<file path="src/common/ssrc_pkg.sv">
package ssrc_pkg;

    // frame and bus geometry
    localparam int unsigned DATA_BITS = 8;
    localparam int unsigned ADDR_W    = 8;
    localparam int unsigned BUS_W     = 32;

    // register byte offsets
    localparam logic [ADDR_W-1:0] OFS_STATUS   = 8'h00;
    localparam logic [ADDR_W-1:0] OFS_RXDATA   = 8'h04;
    localparam logic [ADDR_W-1:0] OFS_MODCTL   = 8'h08;
    localparam logic [ADDR_W-1:0] OFS_CTRL     = 8'h0c;
    localparam logic [ADDR_W-1:0] OFS_DIVISOR  = 8'h10;
    localparam logic [ADDR_W-1:0] OFS_IRQ_ST   = 8'h14;
    localparam logic [ADDR_W-1:0] OFS_IRQ_MASK = 8'h18;

    // serial status bits
    localparam int unsigned ST_RXFULL  = 0;
    localparam int unsigned ST_OVERRUN = 1;
    localparam int unsigned ST_NOCONT  = 2;

    // module control: standby, transmit pin select, reserved ones
    localparam int unsigned MC_STANDBY   = 0;
    localparam int unsigned MC_TXSEL     = 1;
    localparam int unsigned MC_W         = 2;
    localparam logic [7:0]  MC_RSVD_ONES = 8'hfc;
    localparam logic [MC_W-1:0] MC_RST   = 2'h0;

    // receive control
    localparam int unsigned CTRL_RXEN   = 0;
    localparam int unsigned CTRL_INTCLK = 1;
    localparam int unsigned CTRL_W      = 2;
    localparam logic [CTRL_W-1:0] CTRL_RST = 2'h0;

    // bit-rate divisor: count in low byte, shift select above
    localparam int unsigned DIV_N_LSB  = 0;
    localparam int unsigned DIV_N_W    = 8;
    localparam int unsigned DIV_SH_LSB = 8;
    localparam int unsigned DIV_SH_W   = 2;
    localparam int unsigned DIV_W      = 10;
    localparam logic [DIV_W-1:0] DIV_RST = 10'h0ff;
    localparam int unsigned HALF_W     = 15;

    // interrupt status and mask bits
    localparam int unsigned IRQ_RXDONE  = 0;
    localparam int unsigned IRQ_OVERRUN = 1;
    localparam int unsigned IRQ_W       = 2;
    localparam logic [IRQ_W-1:0] IRQ_MASK_RST = 2'h0;

    // link lines after synchronisation
    typedef struct packed {
        logic sck;
        logic rxd;
    } ssrc_link_type;

    // one completed frame
    typedef struct packed {
        logic [DATA_BITS-1:0] data;
        logic                 done;
    } ssrc_frame_type;

    typedef enum {RX_OFF, RX_SHIFT} ssrc_rx_state_type;

endpackage : ssrc_pkg

</file>
<file path="src/design/ssrc_shift.sv">
`timescale 1ns/1ps
module ssrc_shift (
    // clock and reset
    input  wire logic                    mclk,
    input  wire logic                    nrst,
    // receive enable
    input  wire logic                    enable,
    // synchronised link lines
    input  wire ssrc_pkg::ssrc_link_type link,
    // completed frame
    output ssrc_pkg::ssrc_frame_type     frame
);

    localparam int unsigned DB    = ssrc_pkg::DATA_BITS;
    localparam int unsigned CNT_W = $clog2(DB);
    localparam logic [CNT_W-1:0] LAST = CNT_W'(DB - 1);

    ssrc_pkg::ssrc_rx_state_type state_q;
    ssrc_pkg::ssrc_rx_state_type state_d;
    logic                        sck_prev_q;
    logic [CNT_W-1:0]            cnt_q;
    logic [DB-1:0]               shreg_q;
    ssrc_pkg::ssrc_frame_type    frame_q;

    // edge find and shift decode
    wire          sck_rise  = link.sck & ~sck_prev_q;
    wire          shift_now = (state_q == ssrc_pkg::RX_SHIFT) & enable
                              & sck_rise;
    wire          last_bit  = shift_now & (cnt_q == LAST);
    wire [DB-1:0] shreg_nx  = {link.rxd, shreg_q[DB-1:1]};

    // receiver on or off
    always_comb begin
        case (state_q)
            ssrc_pkg::RX_OFF:   state_d = enable ? ssrc_pkg::RX_SHIFT
                                                 : ssrc_pkg::RX_OFF;
            ssrc_pkg::RX_SHIFT: state_d = enable ? ssrc_pkg::RX_SHIFT
                                                 : ssrc_pkg::RX_OFF;
            default:            state_d = ssrc_pkg::RX_OFF;
        endcase
    end

    always_ff @(posedge mclk) begin
        if (!nrst) begin
            state_q    <= ssrc_pkg::RX_OFF;
            sck_prev_q <= 1'b1;
        end else begin
            state_q    <= state_d;
            sck_prev_q <= link.sck;
        end
    end

    // bit counter, always eight per frame
    always_ff @(posedge mclk) begin
        if (!nrst || state_q != ssrc_pkg::RX_SHIFT) begin
            cnt_q <= '0;
        end else if (shift_now) begin
            cnt_q <= last_bit ? '0 : cnt_q + 1'b1;
        end
    end

    // lsb first shift on rising clock edge
    always_ff @(posedge mclk) begin
        if (!nrst) begin
            shreg_q <= '0;
        end else if (shift_now) begin
            shreg_q <= shreg_nx;
        end
    end

    // frame hand-off, done is a one-cycle pulse
    always_ff @(posedge mclk) begin
        if (!nrst) begin
            frame_q <= '0;
        end else begin
            frame_q.done <= last_bit;
            if (last_bit) begin
                frame_q.data <= shreg_nx;
            end
        end
    end

    assign frame = frame_q;
endmodule : ssrc_shift

</file>
<file path="src/design/ssrc_top.sv">
// Local design decisions: the APB interface to the registers and the register addresses.
`timescale 1ns/1ps
module ssrc_top (
    // clock and reset
    input  wire logic                           mclk,
    input  wire logic                           nrst,
    // apb slave
    input  wire logic                           psel,
    input  wire logic                           penable,
    input  wire logic                           pwrite,
    input  wire logic [ssrc_pkg::ADDR_W-1:0]    paddr,
    input  wire logic [ssrc_pkg::BUS_W-1:0]     pwdata,
    output logic      [ssrc_pkg::BUS_W-1:0]     prdata,
    output logic                                pready,
    output logic                                pslverr,
    // serial link pins
    input  wire logic                           sck_pin_i,
    input  wire logic                           rxd_pin_i,
    output logic                                sck_pin_o,
    output logic                                sck_pin_oe_n,
    // shared transmit pin
    input  wire logic                           chan_txd,
    input  wire logic                           gpio_out,
    input  wire logic                           gpio_oe_n,
    output logic                                txd_pin_o,
    output logic                                txd_pin_oe_n,
    // status
    output logic                                unit_standby,
    output logic                                irq
);

    localparam int unsigned DB = ssrc_pkg::DATA_BITS;
    localparam int unsigned HW = ssrc_pkg::HALF_W;
    localparam int unsigned IW = ssrc_pkg::IRQ_W;

    ssrc_pkg::ssrc_link_type              meta_q;
    ssrc_pkg::ssrc_link_type              sync_q;
    ssrc_pkg::ssrc_link_type              rx_link;
    ssrc_pkg::ssrc_frame_type             frame;
    logic [ssrc_pkg::MC_W-1:0]            modctl_q;
    logic [ssrc_pkg::CTRL_W-1:0]          ctrl_q;
    logic [ssrc_pkg::DIV_W-1:0]           div_q;
    logic                                 rx_full_q;
    logic                                 rx_full_d;
    logic                                 overrun_q;
    logic                                 overrun_d;
    logic [DB-1:0]                        rx_data_q;
    logic [IW-1:0]                        irq_st_q;
    logic [IW-1:0]                        irq_st_d;
    logic [IW-1:0]                        irq_mask_q;
    logic [IW-1:0]                        irq_ev;
    logic [ssrc_pkg::BUS_W-1:0]           prdata_q;
    logic [ssrc_pkg::BUS_W-1:0]           status_word;
    logic                                 resp_q;
    logic                                 slverr_q;
    logic [HW-1:0]                        div_cnt_q;
    logic                                 sck_int_q;
    logic                                 pin_o_q;
    logic                                 pin_oe_n_q;

    // two-stage synchroniser for the link pins
    always_ff @(posedge mclk) begin
        if (!nrst) begin
            meta_q <= '1;
            sync_q <= '1;
        end else begin
            meta_q <= '{sck: sck_pin_i, rxd: rxd_pin_i};
            sync_q <= meta_q;
        end
    end

    // apb phase decode
    wire setup  = psel & ~penable;
    wire access = psel & penable & resp_q;
    wire wr     = access & pwrite;
    wire rd     = access & ~pwrite;

    // address decode
    wire sel_status   = (paddr == ssrc_pkg::OFS_STATUS);
    wire sel_rxdata   = (paddr == ssrc_pkg::OFS_RXDATA);
    wire sel_modctl   = (paddr == ssrc_pkg::OFS_MODCTL);
    wire sel_ctrl     = (paddr == ssrc_pkg::OFS_CTRL);
    wire sel_divisor  = (paddr == ssrc_pkg::OFS_DIVISOR);
    wire sel_irq_st   = (paddr == ssrc_pkg::OFS_IRQ_ST);
    wire sel_irq_mask = (paddr == ssrc_pkg::OFS_IRQ_MASK);
    wire mapped       = sel_status | sel_rxdata | sel_modctl | sel_ctrl
                        | sel_divisor | sel_irq_st | sel_irq_mask;

    // control fields
    wire standby   = modctl_q[ssrc_pkg::MC_STANDBY];
    wire tx_sel    = modctl_q[ssrc_pkg::MC_TXSEL];
    wire int_clk   = ctrl_q[ssrc_pkg::CTRL_INTCLK];
    wire rx_enable = ctrl_q[ssrc_pkg::CTRL_RXEN] & ~standby
                     & ~overrun_q;
    wire div_run   = int_clk & ~standby;

    // bit-rate divisor fields and half period
    wire [ssrc_pkg::DIV_N_W-1:0]  div_n  =
        div_q[ssrc_pkg::DIV_N_LSB +: ssrc_pkg::DIV_N_W];
    wire [ssrc_pkg::DIV_SH_W-1:0] div_sh =
        div_q[ssrc_pkg::DIV_SH_LSB +: ssrc_pkg::DIV_SH_W];
    wire [HW-1:0] half_len = (HW'(div_n) + HW'(1)) << {div_sh, 1'b0};
    wire [HW-1:0] half_m1  = half_len - HW'(1);
    wire          div_tick = div_run & (div_cnt_q >= half_m1);
    wire          no_cont  = (div_n == '0) & (div_sh == '0);

    // internal serial clock, idles high
    always_ff @(posedge mclk) begin
        if (!nrst || !div_run) begin
            div_cnt_q <= '0;
            sck_int_q <= 1'b1;
        end else if (div_tick) begin
            div_cnt_q <= '0;
            sck_int_q <= ~sck_int_q;
        end else begin
            div_cnt_q <= div_cnt_q + 1'b1;
        end
    end

    // receiver clock source select
    assign rx_link.sck = int_clk ? sck_int_q : sync_q.sck;
    assign rx_link.rxd = sync_q.rxd;

    ssrc_shift u_shift (
        .mclk   (mclk),
        .nrst   (nrst),
        .enable (rx_enable),
        .link   (rx_link),
        .frame  (frame)
    );

    // receive events and flag terms
    wire rxdata_rd  = rd & sel_rxdata;
    wire accept     = frame.done & (~rx_full_q | rxdata_rd);
    wire overrun_ev = frame.done & rx_full_q & ~rxdata_rd;
    wire ovr_clr    = wr & sel_status & ~pwdata[ssrc_pkg::ST_OVERRUN];
    wire irq_clr_wr = wr & sel_irq_st;

    // set wins over clear on every flag
    assign rx_full_d = accept | (rx_full_q & ~rxdata_rd);
    assign overrun_d = overrun_ev | (overrun_q & ~ovr_clr);

    // interrupt events, write one to clear
    always_comb begin
        irq_ev = '0;
        irq_ev[ssrc_pkg::IRQ_RXDONE]  = accept;
        irq_ev[ssrc_pkg::IRQ_OVERRUN] = overrun_ev;
        irq_st_d = irq_ev
                   | (irq_st_q & ~(irq_clr_wr ? pwdata[IW-1:0] : '0));
    end

    // receive flags and data
    always_ff @(posedge mclk) begin
        if (!nrst) begin
            rx_full_q <= 1'b0;
            overrun_q <= 1'b0;
            irq_st_q  <= '0;
        end else begin
            rx_full_q <= rx_full_d;
            overrun_q <= overrun_d;
            irq_st_q  <= irq_st_d;
        end
    end

    always_ff @(posedge mclk) begin
        if (!nrst) begin
            rx_data_q <= '0;
        end else if (accept) begin
            rx_data_q <= frame.data;
        end
    end

    // software written registers
    always_ff @(posedge mclk) begin
        if (!nrst) begin
            modctl_q   <= ssrc_pkg::MC_RST;
            ctrl_q     <= ssrc_pkg::CTRL_RST;
            div_q      <= ssrc_pkg::DIV_RST;
            irq_mask_q <= ssrc_pkg::IRQ_MASK_RST;
        end else begin
            if (wr && sel_modctl) modctl_q <= pwdata[ssrc_pkg::MC_W-1:0];
            if (wr && sel_ctrl) ctrl_q <= pwdata[ssrc_pkg::CTRL_W-1:0];
            if (wr && sel_divisor) div_q <= pwdata[ssrc_pkg::DIV_W-1:0];
            if (wr && sel_irq_mask) irq_mask_q <= pwdata[IW-1:0];
        end
    end

    // status word: full, overrun and rate note only
    always_comb begin
        status_word = '0;
        status_word[ssrc_pkg::ST_RXFULL]  = rx_full_q;
        status_word[ssrc_pkg::ST_OVERRUN] = overrun_q;
        status_word[ssrc_pkg::ST_NOCONT]  = no_cont;
    end

    // read selection
    wire [7:0] modctl_rd = ssrc_pkg::MC_RSVD_ONES
                           | {6'h00, modctl_q};
    wire [ssrc_pkg::BUS_W-1:0] rd_word =
        sel_status   ? status_word :
        sel_rxdata   ? {24'h000000, rx_data_q} :
        sel_modctl   ? {24'h000000, modctl_rd} :
        sel_ctrl     ? {30'h00000000, ctrl_q} :
        sel_divisor  ? {22'h000000, div_q} :
        sel_irq_st   ? {30'h00000000, irq_st_q} :
        sel_irq_mask ? {30'h00000000, irq_mask_q} : '0;

    // read data captured in setup, answer in first access cycle
    always_ff @(posedge mclk) begin
        if (!nrst) begin
            resp_q   <= 1'b0;
            slverr_q <= 1'b0;
            prdata_q <= '0;
        end else if (setup) begin
            resp_q   <= 1'b1;
            slverr_q <= ~mapped;
            prdata_q <= pwrite ? '0 : rd_word;
        end else if (access) begin
            resp_q   <= 1'b0;
        end
    end

    // shared pin: port or transmit output
    always_ff @(posedge mclk) begin
        if (!nrst) begin
            pin_o_q    <= 1'b1;
            pin_oe_n_q <= 1'b1;
        end else begin
            pin_o_q    <= tx_sel ? chan_txd : gpio_out;
            pin_oe_n_q <= tx_sel ? 1'b0 : gpio_oe_n;
        end
    end

    // outputs
    assign prdata       = prdata_q;
    assign pready       = access;
    assign pslverr      = access & slverr_q;
    assign sck_pin_o    = sck_int_q;
    assign sck_pin_oe_n = ~div_run;
    assign txd_pin_o    = pin_o_q;
    assign txd_pin_oe_n = pin_oe_n_q;
    assign unit_standby = standby;
    assign irq          = |(irq_st_q & irq_mask_q);
endmodule : ssrc_top

</file>
<file path="config.mk">
export PLATFORM = sky130hd
export DESIGN_NAME = ssrc_top
export DESIGN_NICKNAME = d
export VERILOG_FILES = /design/src/common/ssrc_pkg.sv /design/src/design/ssrc_shift.sv /design/src/design/ssrc_top.sv
export SDC_FILE = /design/constraint.sdc
export NUM_CORES = 1
export LEC_CHECK = 0
export ABC_AREA = 1
export ABC_CLOCK_PERIOD_IN_PS = 7350
export BUFFER_PORTS_ARGS = -buffer_cell sky130_fd_sc_hd__clkbuf_2
export CAP_MARGIN = 15
export CORE_UTILIZATION = 50
export DETAILED_ROUTE_END_ITERATION = 8
export PLACE_DENSITY = 0.71
export SLEW_MARGIN = 30
export SYNTH_ARGS = -nofsm -noshare
export SYNTH_HDL_FRONTEND = slang
export SYNTH_SLANG_ARGS = --single-unit
export TNS_END_PERCENT = 1
</file>
<file path="constraint.sdc">
create_clock -name mclk -period 7.35 [get_ports mclk]
set_input_delay 0.735 -clock mclk [delete_from_list [all_inputs] [get_ports mclk]]
set_output_delay 0.735 -clock mclk [all_outputs]
set_load 0.03 [all_outputs]
</file>
# ---- Yosys cells after proc, flatten, opt, wreduce, memory -nomap -nowiden
# Index checks and enable logic that the tools add are counted.
dict set report op_classes {
  order_cmp 1
  eq_ne 10
  n_reduce_logical 17
  n_addsub 4
  shifts 1
  bitwise_logic 49
  mux 16
}
# operator n
set op_table {}
lappend op_table {{2-to-1 mux 10 bit} 6}
lappend op_table {{== test 32 x 1 -> 1 bit, second input constant} 1}
lappend op_table {{== test 32 x 2 -> 1 bit, second input constant} 1}
lappend op_table {{logical NOT 32 bit} 1}
lappend op_table {{!= test 32 x 2 -> 1 bit, second input constant} 1}
lappend op_table {{bitwise AND 1 bit} 24}
lappend op_table {{== test 8 x 5 -> 1 bit, second input constant} 3}
lappend op_table {{== test 8 x 4 -> 1 bit, second input constant} 2}
lappend op_table {{logical NOT 8 bit} 2}
lappend op_table {{adder 15 x 1 -> 15 bit, second input constant} 1}
lappend op_table {{>= comparator 15 bit} 1}
lappend op_table {{left shift 9 x 3 -> 15 bit} 1}
lappend op_table {{subtractor 15 x 1 -> 15 bit, second input constant} 1}
lappend op_table {{inverter 1 bit} 12}
lappend op_table {{adder 8 x 1 -> 9 bit, second input constant} 1}
lappend op_table {{bitwise OR 1 bit} 9}
lappend op_table {{== test 8 x 3 -> 1 bit, second input constant} 1}
lappend op_table {{2-to-1 mux 1 bit} 6}
lappend op_table {{2-to-1 mux 2 bit} 3}
lappend op_table {{OR reduction 2 bit} 3}
lappend op_table {{bitwise AND 2 bit} 2}
lappend op_table {{logical AND 1 bit} 4}
lappend op_table {{adder 3 x 1 -> 3 bit, second input constant} 1}
lappend op_table {{== test 3 bit, second input constant} 1}
lappend op_table {{8 further kinds} 10}
dict set report word_totals {
  register_bits 137
  word_cells 123
  in_bits 50
}

# ---- Depth between registers and ports, before layout
dict set report logic_depth {
  word_depth 9
  depth_mapped 24
}

# ---- Hierarchy
# Synthesis repeated with hierarchy kept, for this count alone.
dict set report hier_totals {
  cells_unflattened 733
  area_unflattened_um2 5011.1
}
# module cells_each area_each_um2 seq_area_each_um2 n_inst
set by_module_without_submodules {}
lappend by_module_without_submodules {ssrc_top 607 4103.9 1241.2 1}
lappend by_module_without_submodules {ssrc_shift 126 907.1 420.4 1}

# ---- Least setup slack after synthesis
# Ideal clock, no wire load.
dict set report synth_timing {
  path_kind {flip-flop to flip-flop}
  start {register div_q[0] (netlist bit)}
  end {register div_cnt_q[14]}
  setup_ps 117
  period_less_slack_ps 3307
  path_slack_ps 4043
  arrival_ps 3190
  path_stages_with_launch 22
  path_cell_list {dfxtp_1 > inv_2 > ha_1 > nand3_1 > ha_1 > inv_1 > a21oi_2 > nand2_2 > nor2_4 > nand3_2 > nor3_2 > nand4_1 > nand2_1 > inv_1 > ha_1 > nand2_1 > inv_1 > nand2_1 > or4_1 > nand4_1 > buf_2 > nor2_1}
}
dict set report synth_via {
  elab_chain_cells 6
}
# element line_no
set synth_rtl {}
lappend synth_rtl {{start: declaration} ssrc_top.sv:42} ;# logic [ssrc_pkg::DIV_W-1:0] div_q;
lappend synth_rtl {{start signal: assignment} ssrc_top.sv:178} ;# div_q <= ssrc_pkg::DIV_RST;
lappend synth_rtl {{start signal: assignment} ssrc_top.sv:183} ;# if (wr && sel_divisor) div_q <= pwdata[ssrc_pkg::DIV_W-1:0];
lappend synth_rtl {{adder 8 x 1 -> 9 bit} ssrc_top.sv:102} ;# wire [HW-1:0] half_len = (HW'(div_n) + HW'(1)) << {div_sh, 1'b0};
lappend synth_rtl {{left shift 9 x 3 -> 15 bit} ssrc_top.sv:102}
lappend synth_rtl {{subtractor 15 x 1 -> 15 bit} ssrc_top.sv:103} ;# wire [HW-1:0] half_m1 = half_len - HW'(1);
lappend synth_rtl {{>= comparator 15 bit} ssrc_top.sv:104} ;# wire div_tick = div_run & (div_cnt_q >= half_m1);
lappend synth_rtl {{bitwise AND 1 bit} ssrc_top.sv:104}
lappend synth_rtl {{OR reduction 2 bit (no line)} -}
lappend synth_rtl {{end signal: assignment} ssrc_top.sv:116} ;# div_cnt_q <= div_cnt_q + 1'b1;
lappend synth_rtl {{end: declaration} ssrc_top.sv:56} ;# logic [HW-1:0] div_cnt_q;
# No other way between the ends.
# A chain may end at the register's enable or synchronous reset.

# ---- Final worst setup path
dict set report layout_timing {
  start {register div_q[9] (netlist bit)}
  end {register div_cnt_q[13]}
}
dict set report layout_via {
  elab_chain_cells 5
}
# element line_no
set layout_rtl {}
lappend layout_rtl {{left shift 9 x 3 -> 15 bit} ssrc_top.sv:102}
lappend layout_rtl {{subtractor 15 x 1 -> 15 bit} ssrc_top.sv:103}
lappend layout_rtl {{>= comparator 15 bit} ssrc_top.sv:104}
lappend layout_rtl {{bitwise AND 1 bit} ssrc_top.sv:104}
lappend layout_rtl {{OR reduction 2 bit (no line)} -}
# No other way between the ends.

==> results.py <==
metrics = {
    "detailed_routing": {
        "routedWlPerCell_um": 12.6,
        "vias": 4350,
        "drt-pass1-iter-count": 4,
        "drc": 0,
        "viasPerCell": 5.20,
        "drtIter0Drc": 220,
        "ant_nets": 0,
        "totalWireLength_mm": 10.5,
    },
    "timing": {
        "slew_headroom_pct": 46.7,
        "rsz0062_at_grt": "false",
        "fmax_mhz": 244,
        "fin_ws_ns": 3.25,
        "slew_violations": 0,
        "tns_ns": 0,
        "min_period_over_period_pct": 55.8,
        "finalSetupViolations": 0,
        "fin_skew_ns": 0.00899,
        "worst_slew_pin_slew_ns": 0.798,
        "min_period_ns": 4.10,
        "finalHoldViolCount": 0,
    },
    "die": {
        "ios": 90,
        "die_area_um2": 9920,
        "fp.dieW_um": 99.6,
        "initial_core_util_pct": 51.6,
        "chipHeight_um": 99.6,
        "rows": 35,
        "core_region_area_um2": 9240,
    },
    "finish": {
        "antenna_cells": 0,
        "seqCellArea_um2": 1660,
        "areaGrowthSynthToFinish_pct": 9.01,
        "multi_input_area_um2": 2610,
        "num-fill-cells": 908,
        "nNetsFinal": 774,
        "drive_gt1_share_pct": 16.4,
    },
    "min_path": {
        "worstHoldPathType": "flip-flop to flip-flop",
    },
    "outcome": {
        "status": "finished clean",
    },
    "yosys": {
        "synth_warnings": 0,
        "syn_inst": 662,
        "synthAdderAreaFrac_pct": 5.51,
        "synthDistinctLibCells": 43,
        "syn_area_um2": 4760,
        "synthSimpleGateAreaFrac_pct": 30.4,
        "synth_area_per_cell_um2": 7.20,
        "synth_xor_xnor_area_share_pct": 2.39,
        "synth_compound_area_share_pct": 14.4,
        "synthMuxAreaShare_pct": 0.236,
        "synth-seq-cells": 83,
        "seq_area_frac_synth_pct": 34.9,
        "synth_top_family_by_area": "simple AND/OR/NAND/NOR gates",
    },
    "setup_path": {
        "worstSetupPathType": "flip-flop to flip-flop",
        "arrival_ns": 4.38,
        "end_kind": "flip-flop",
        "crit_path_max_fanout": 15,
        "cp_data_required_time_ns": 7.63,
        "cp-start-kind": "flip-flop",
    },
    "pwr": {
        "powerDensity_nw_per_um2": 161,
        "power_leakage_nw": 2.43,
        "ir_worst_vdd_v": 0.000143,
    },
    "grt": {
        "antenna_found_initial": 0,
        "grt_pass1_vias": 4164,
        "grtUsageTotal_pct": 23.2,
        "grt-ovfl-total": 0,
        "grt_first_pass_wirelength_mm": 18.6,
        "grt_max_degree": 42,
    },
    "run": {
        "max_cap_viol_count": 0,
    },
    "placement": {
        "place_ws_ns": 3.27,
        "io_buffer_count": 45,
        "dp_hpwl_mm": 8.07,
        "place_congestion": 0.882,
    },
    "cts": {
        "cts_buffers": 9,
        "postCtsHoldBufs": 0,
        "clock_latency_ns": 0.36,
        "path_clk_slew_ns": 0.09,
        "cts_sinks": 83,
        "cts_max_level": 3,
        "cts_repair_resize_count": 0,
        "cts_tree": "done",
        "clk_path_buf_depth": 2,
        "cts_root_buffer": "clkbuf_8",
        "cts_setup_buffers": 0,
    },
}
==> final cells by class <==
class / instances / area share (%)
clock inverters: 6 / 1.40
flip-flops and latches: 83 / 32.0
repair buffers: 45 / 4.34
clock buffers: 10 / 2.46
inverters: 90 / 6.55
well taps: 129 / 3.11
multi-input cells: 474 / 50.2
==> Yosys cell counts, drive strengths merged <==
cell | number | area share (%)
a21oi | 48 | 5.1
nand3 | 54 | 7.0
a211oi | 4 | 0.63
o21ai | 45 | 4.9
o22ai | 5 | 0.66
a311oi | 1 | 0.18
a31oi | 1 | 0.13
a221oi | 1 | 0.18
nor3b | 4 | 0.74
buf | 27 | 4.0
o211a | 1 | 0.21
conb | 1 | 0.079
nor4 | 1 | 0.45
nor3 | 7 | 0.84
o41ai | 1 | 0.18
or4 | 1 | 0.16
nor2 | 76 | 6.8
xor2 | 5 | 0.92
nand2 | 130 | 11
dfxtp | 83 | 35
clkbuf | 9 | 0.92
xnor2 | 8 | 1.5
and3 | 1 | 0.13
ha | 21 | 5.5
nand4 | 17 | 2.2
or2 | 5 | 0.66
o211ai | 14 | 2.2
mux2 | 1 | 0.24
inv | 90 | 7.1
==> cells by family (layout without fill, tap and decap cells) <==
logic type	count (synthesis)	in the layout
AO/OA/AOI/OAI	121	121
XOR/XNOR	13	13
adder cells (fa/ha/maj)	21	21
buffers and inverters	126	151
flip-flops	83	83
multiplexers	1	1
other	1	22
AND/OR/NAND/NOR	296	296
==> through the flow <==
step	hold WS [ns]	cell area, um2	power [mW]	util (%)	instances
finish	0.415	5190	0.836	56.2	837
global route	0.434	5190	0.871	56.2	837
CTS	0.418	5190	0.846	56.2	837
detailed placement	0.399	4990	0.506	54.0	821
global placement	0.400	4990	0.505	54.0	821
floorplan	0.393	4840	0.502	-	683
==> power breakdown <==
group	switching [mW]	internal [mW]
Clock	0.178	0.162
Combinational	0.0334	0.00964
Sequential	0.000943	0.452
Total	0.213	0.623
==> state kept, by name, summed over array words and instances (netlist names), 2 cells and up <==
signal           count
div_cnt_q           15
div_q               10
prdata              10
u_shift.frame        9
rx_data_q            8
u_shift.shreg_q      7
u_shift.cnt_q        3
ctrl_q               2
irq_mask_q           2
irq_st_q             2
meta_q               2
modctl_q             2
==> cells in the final DEF (no fill, tap or decap), types with 5 or more instances in the layout <==
cell type / netlist / final
inv_2: 7 / 7
nor2_2: 7 / 7
nand2_1: 117 / 117
nor3_1: 6 / 6
ha_1: 21 / 21
clkbuf_2: 0 / 45
o211ai_1: 14 / 14
nand3_2: 13 / 13
a21oi_1: 47 / 47
xnor2_1: 8 / 8
xor2_1: 5 / 5
o22ai_1: 5 / 5
nand2_2: 9 / 9
or2_2: 5 / 5
inv_1: 82 / 82
clkbuf_8: 1 / 9
nand3_1: 41 / 41
nand4_1: 17 / 17
dfxtp_1: 83 / 83
o21ai_0: 42 / 42
conb_1: 1 / 22
nor2_1: 66 / 66
==> worst max-delay path: stages, from the launching register on <==
cell and delay [ns]:
dfxtp_1 0.63, inv_1 0.41, nand2_1 0.23, ha_1 0.19, inv_1 0.06, a21oi_2 0.13, nand2_2 0.11, nor2_4 0.10
nand3_2 0.08, nor3_2 0.17, nand2_1 0.10, xnor2_1 0.13, ha_1 0.31, a21oi_1 0.12, o21ai_0 0.09, nand2_1 0.08
o211a_1 0.17, nand4_1 0.53, nor3b_1 0.35
==> path summary, 6_finish.rpt <==
| path | startpoint | endpoint | slack (ns) | depth (start not counted) |
|---|---|---|---|---|
| worst max register to register | div_q[9] | div_cnt_q[13] | 3.25 | 18 |
| worst min register to register | meta_q[1] | sync_q[1] | 0.42 | 1 |
| worst max-delay path | div_q[9] | div_cnt_q[13] | 3.25 | 18 |
| worst min-delay path | meta_q[1] | sync_q[1] | 0.42 | 1 |
==> routing by layer <==
layer  global-route usage (%)  vias to the layer above  wire [um]
li1                         -                     2220          -
met1                     28.4                     1997       4700
met2                     40.9                      115       5170
met3                     4.64                       18        500
met4                     7.58                        0        162
met5                        0                        -          0
Note: power is estimated with default switching activity, not from simulation.
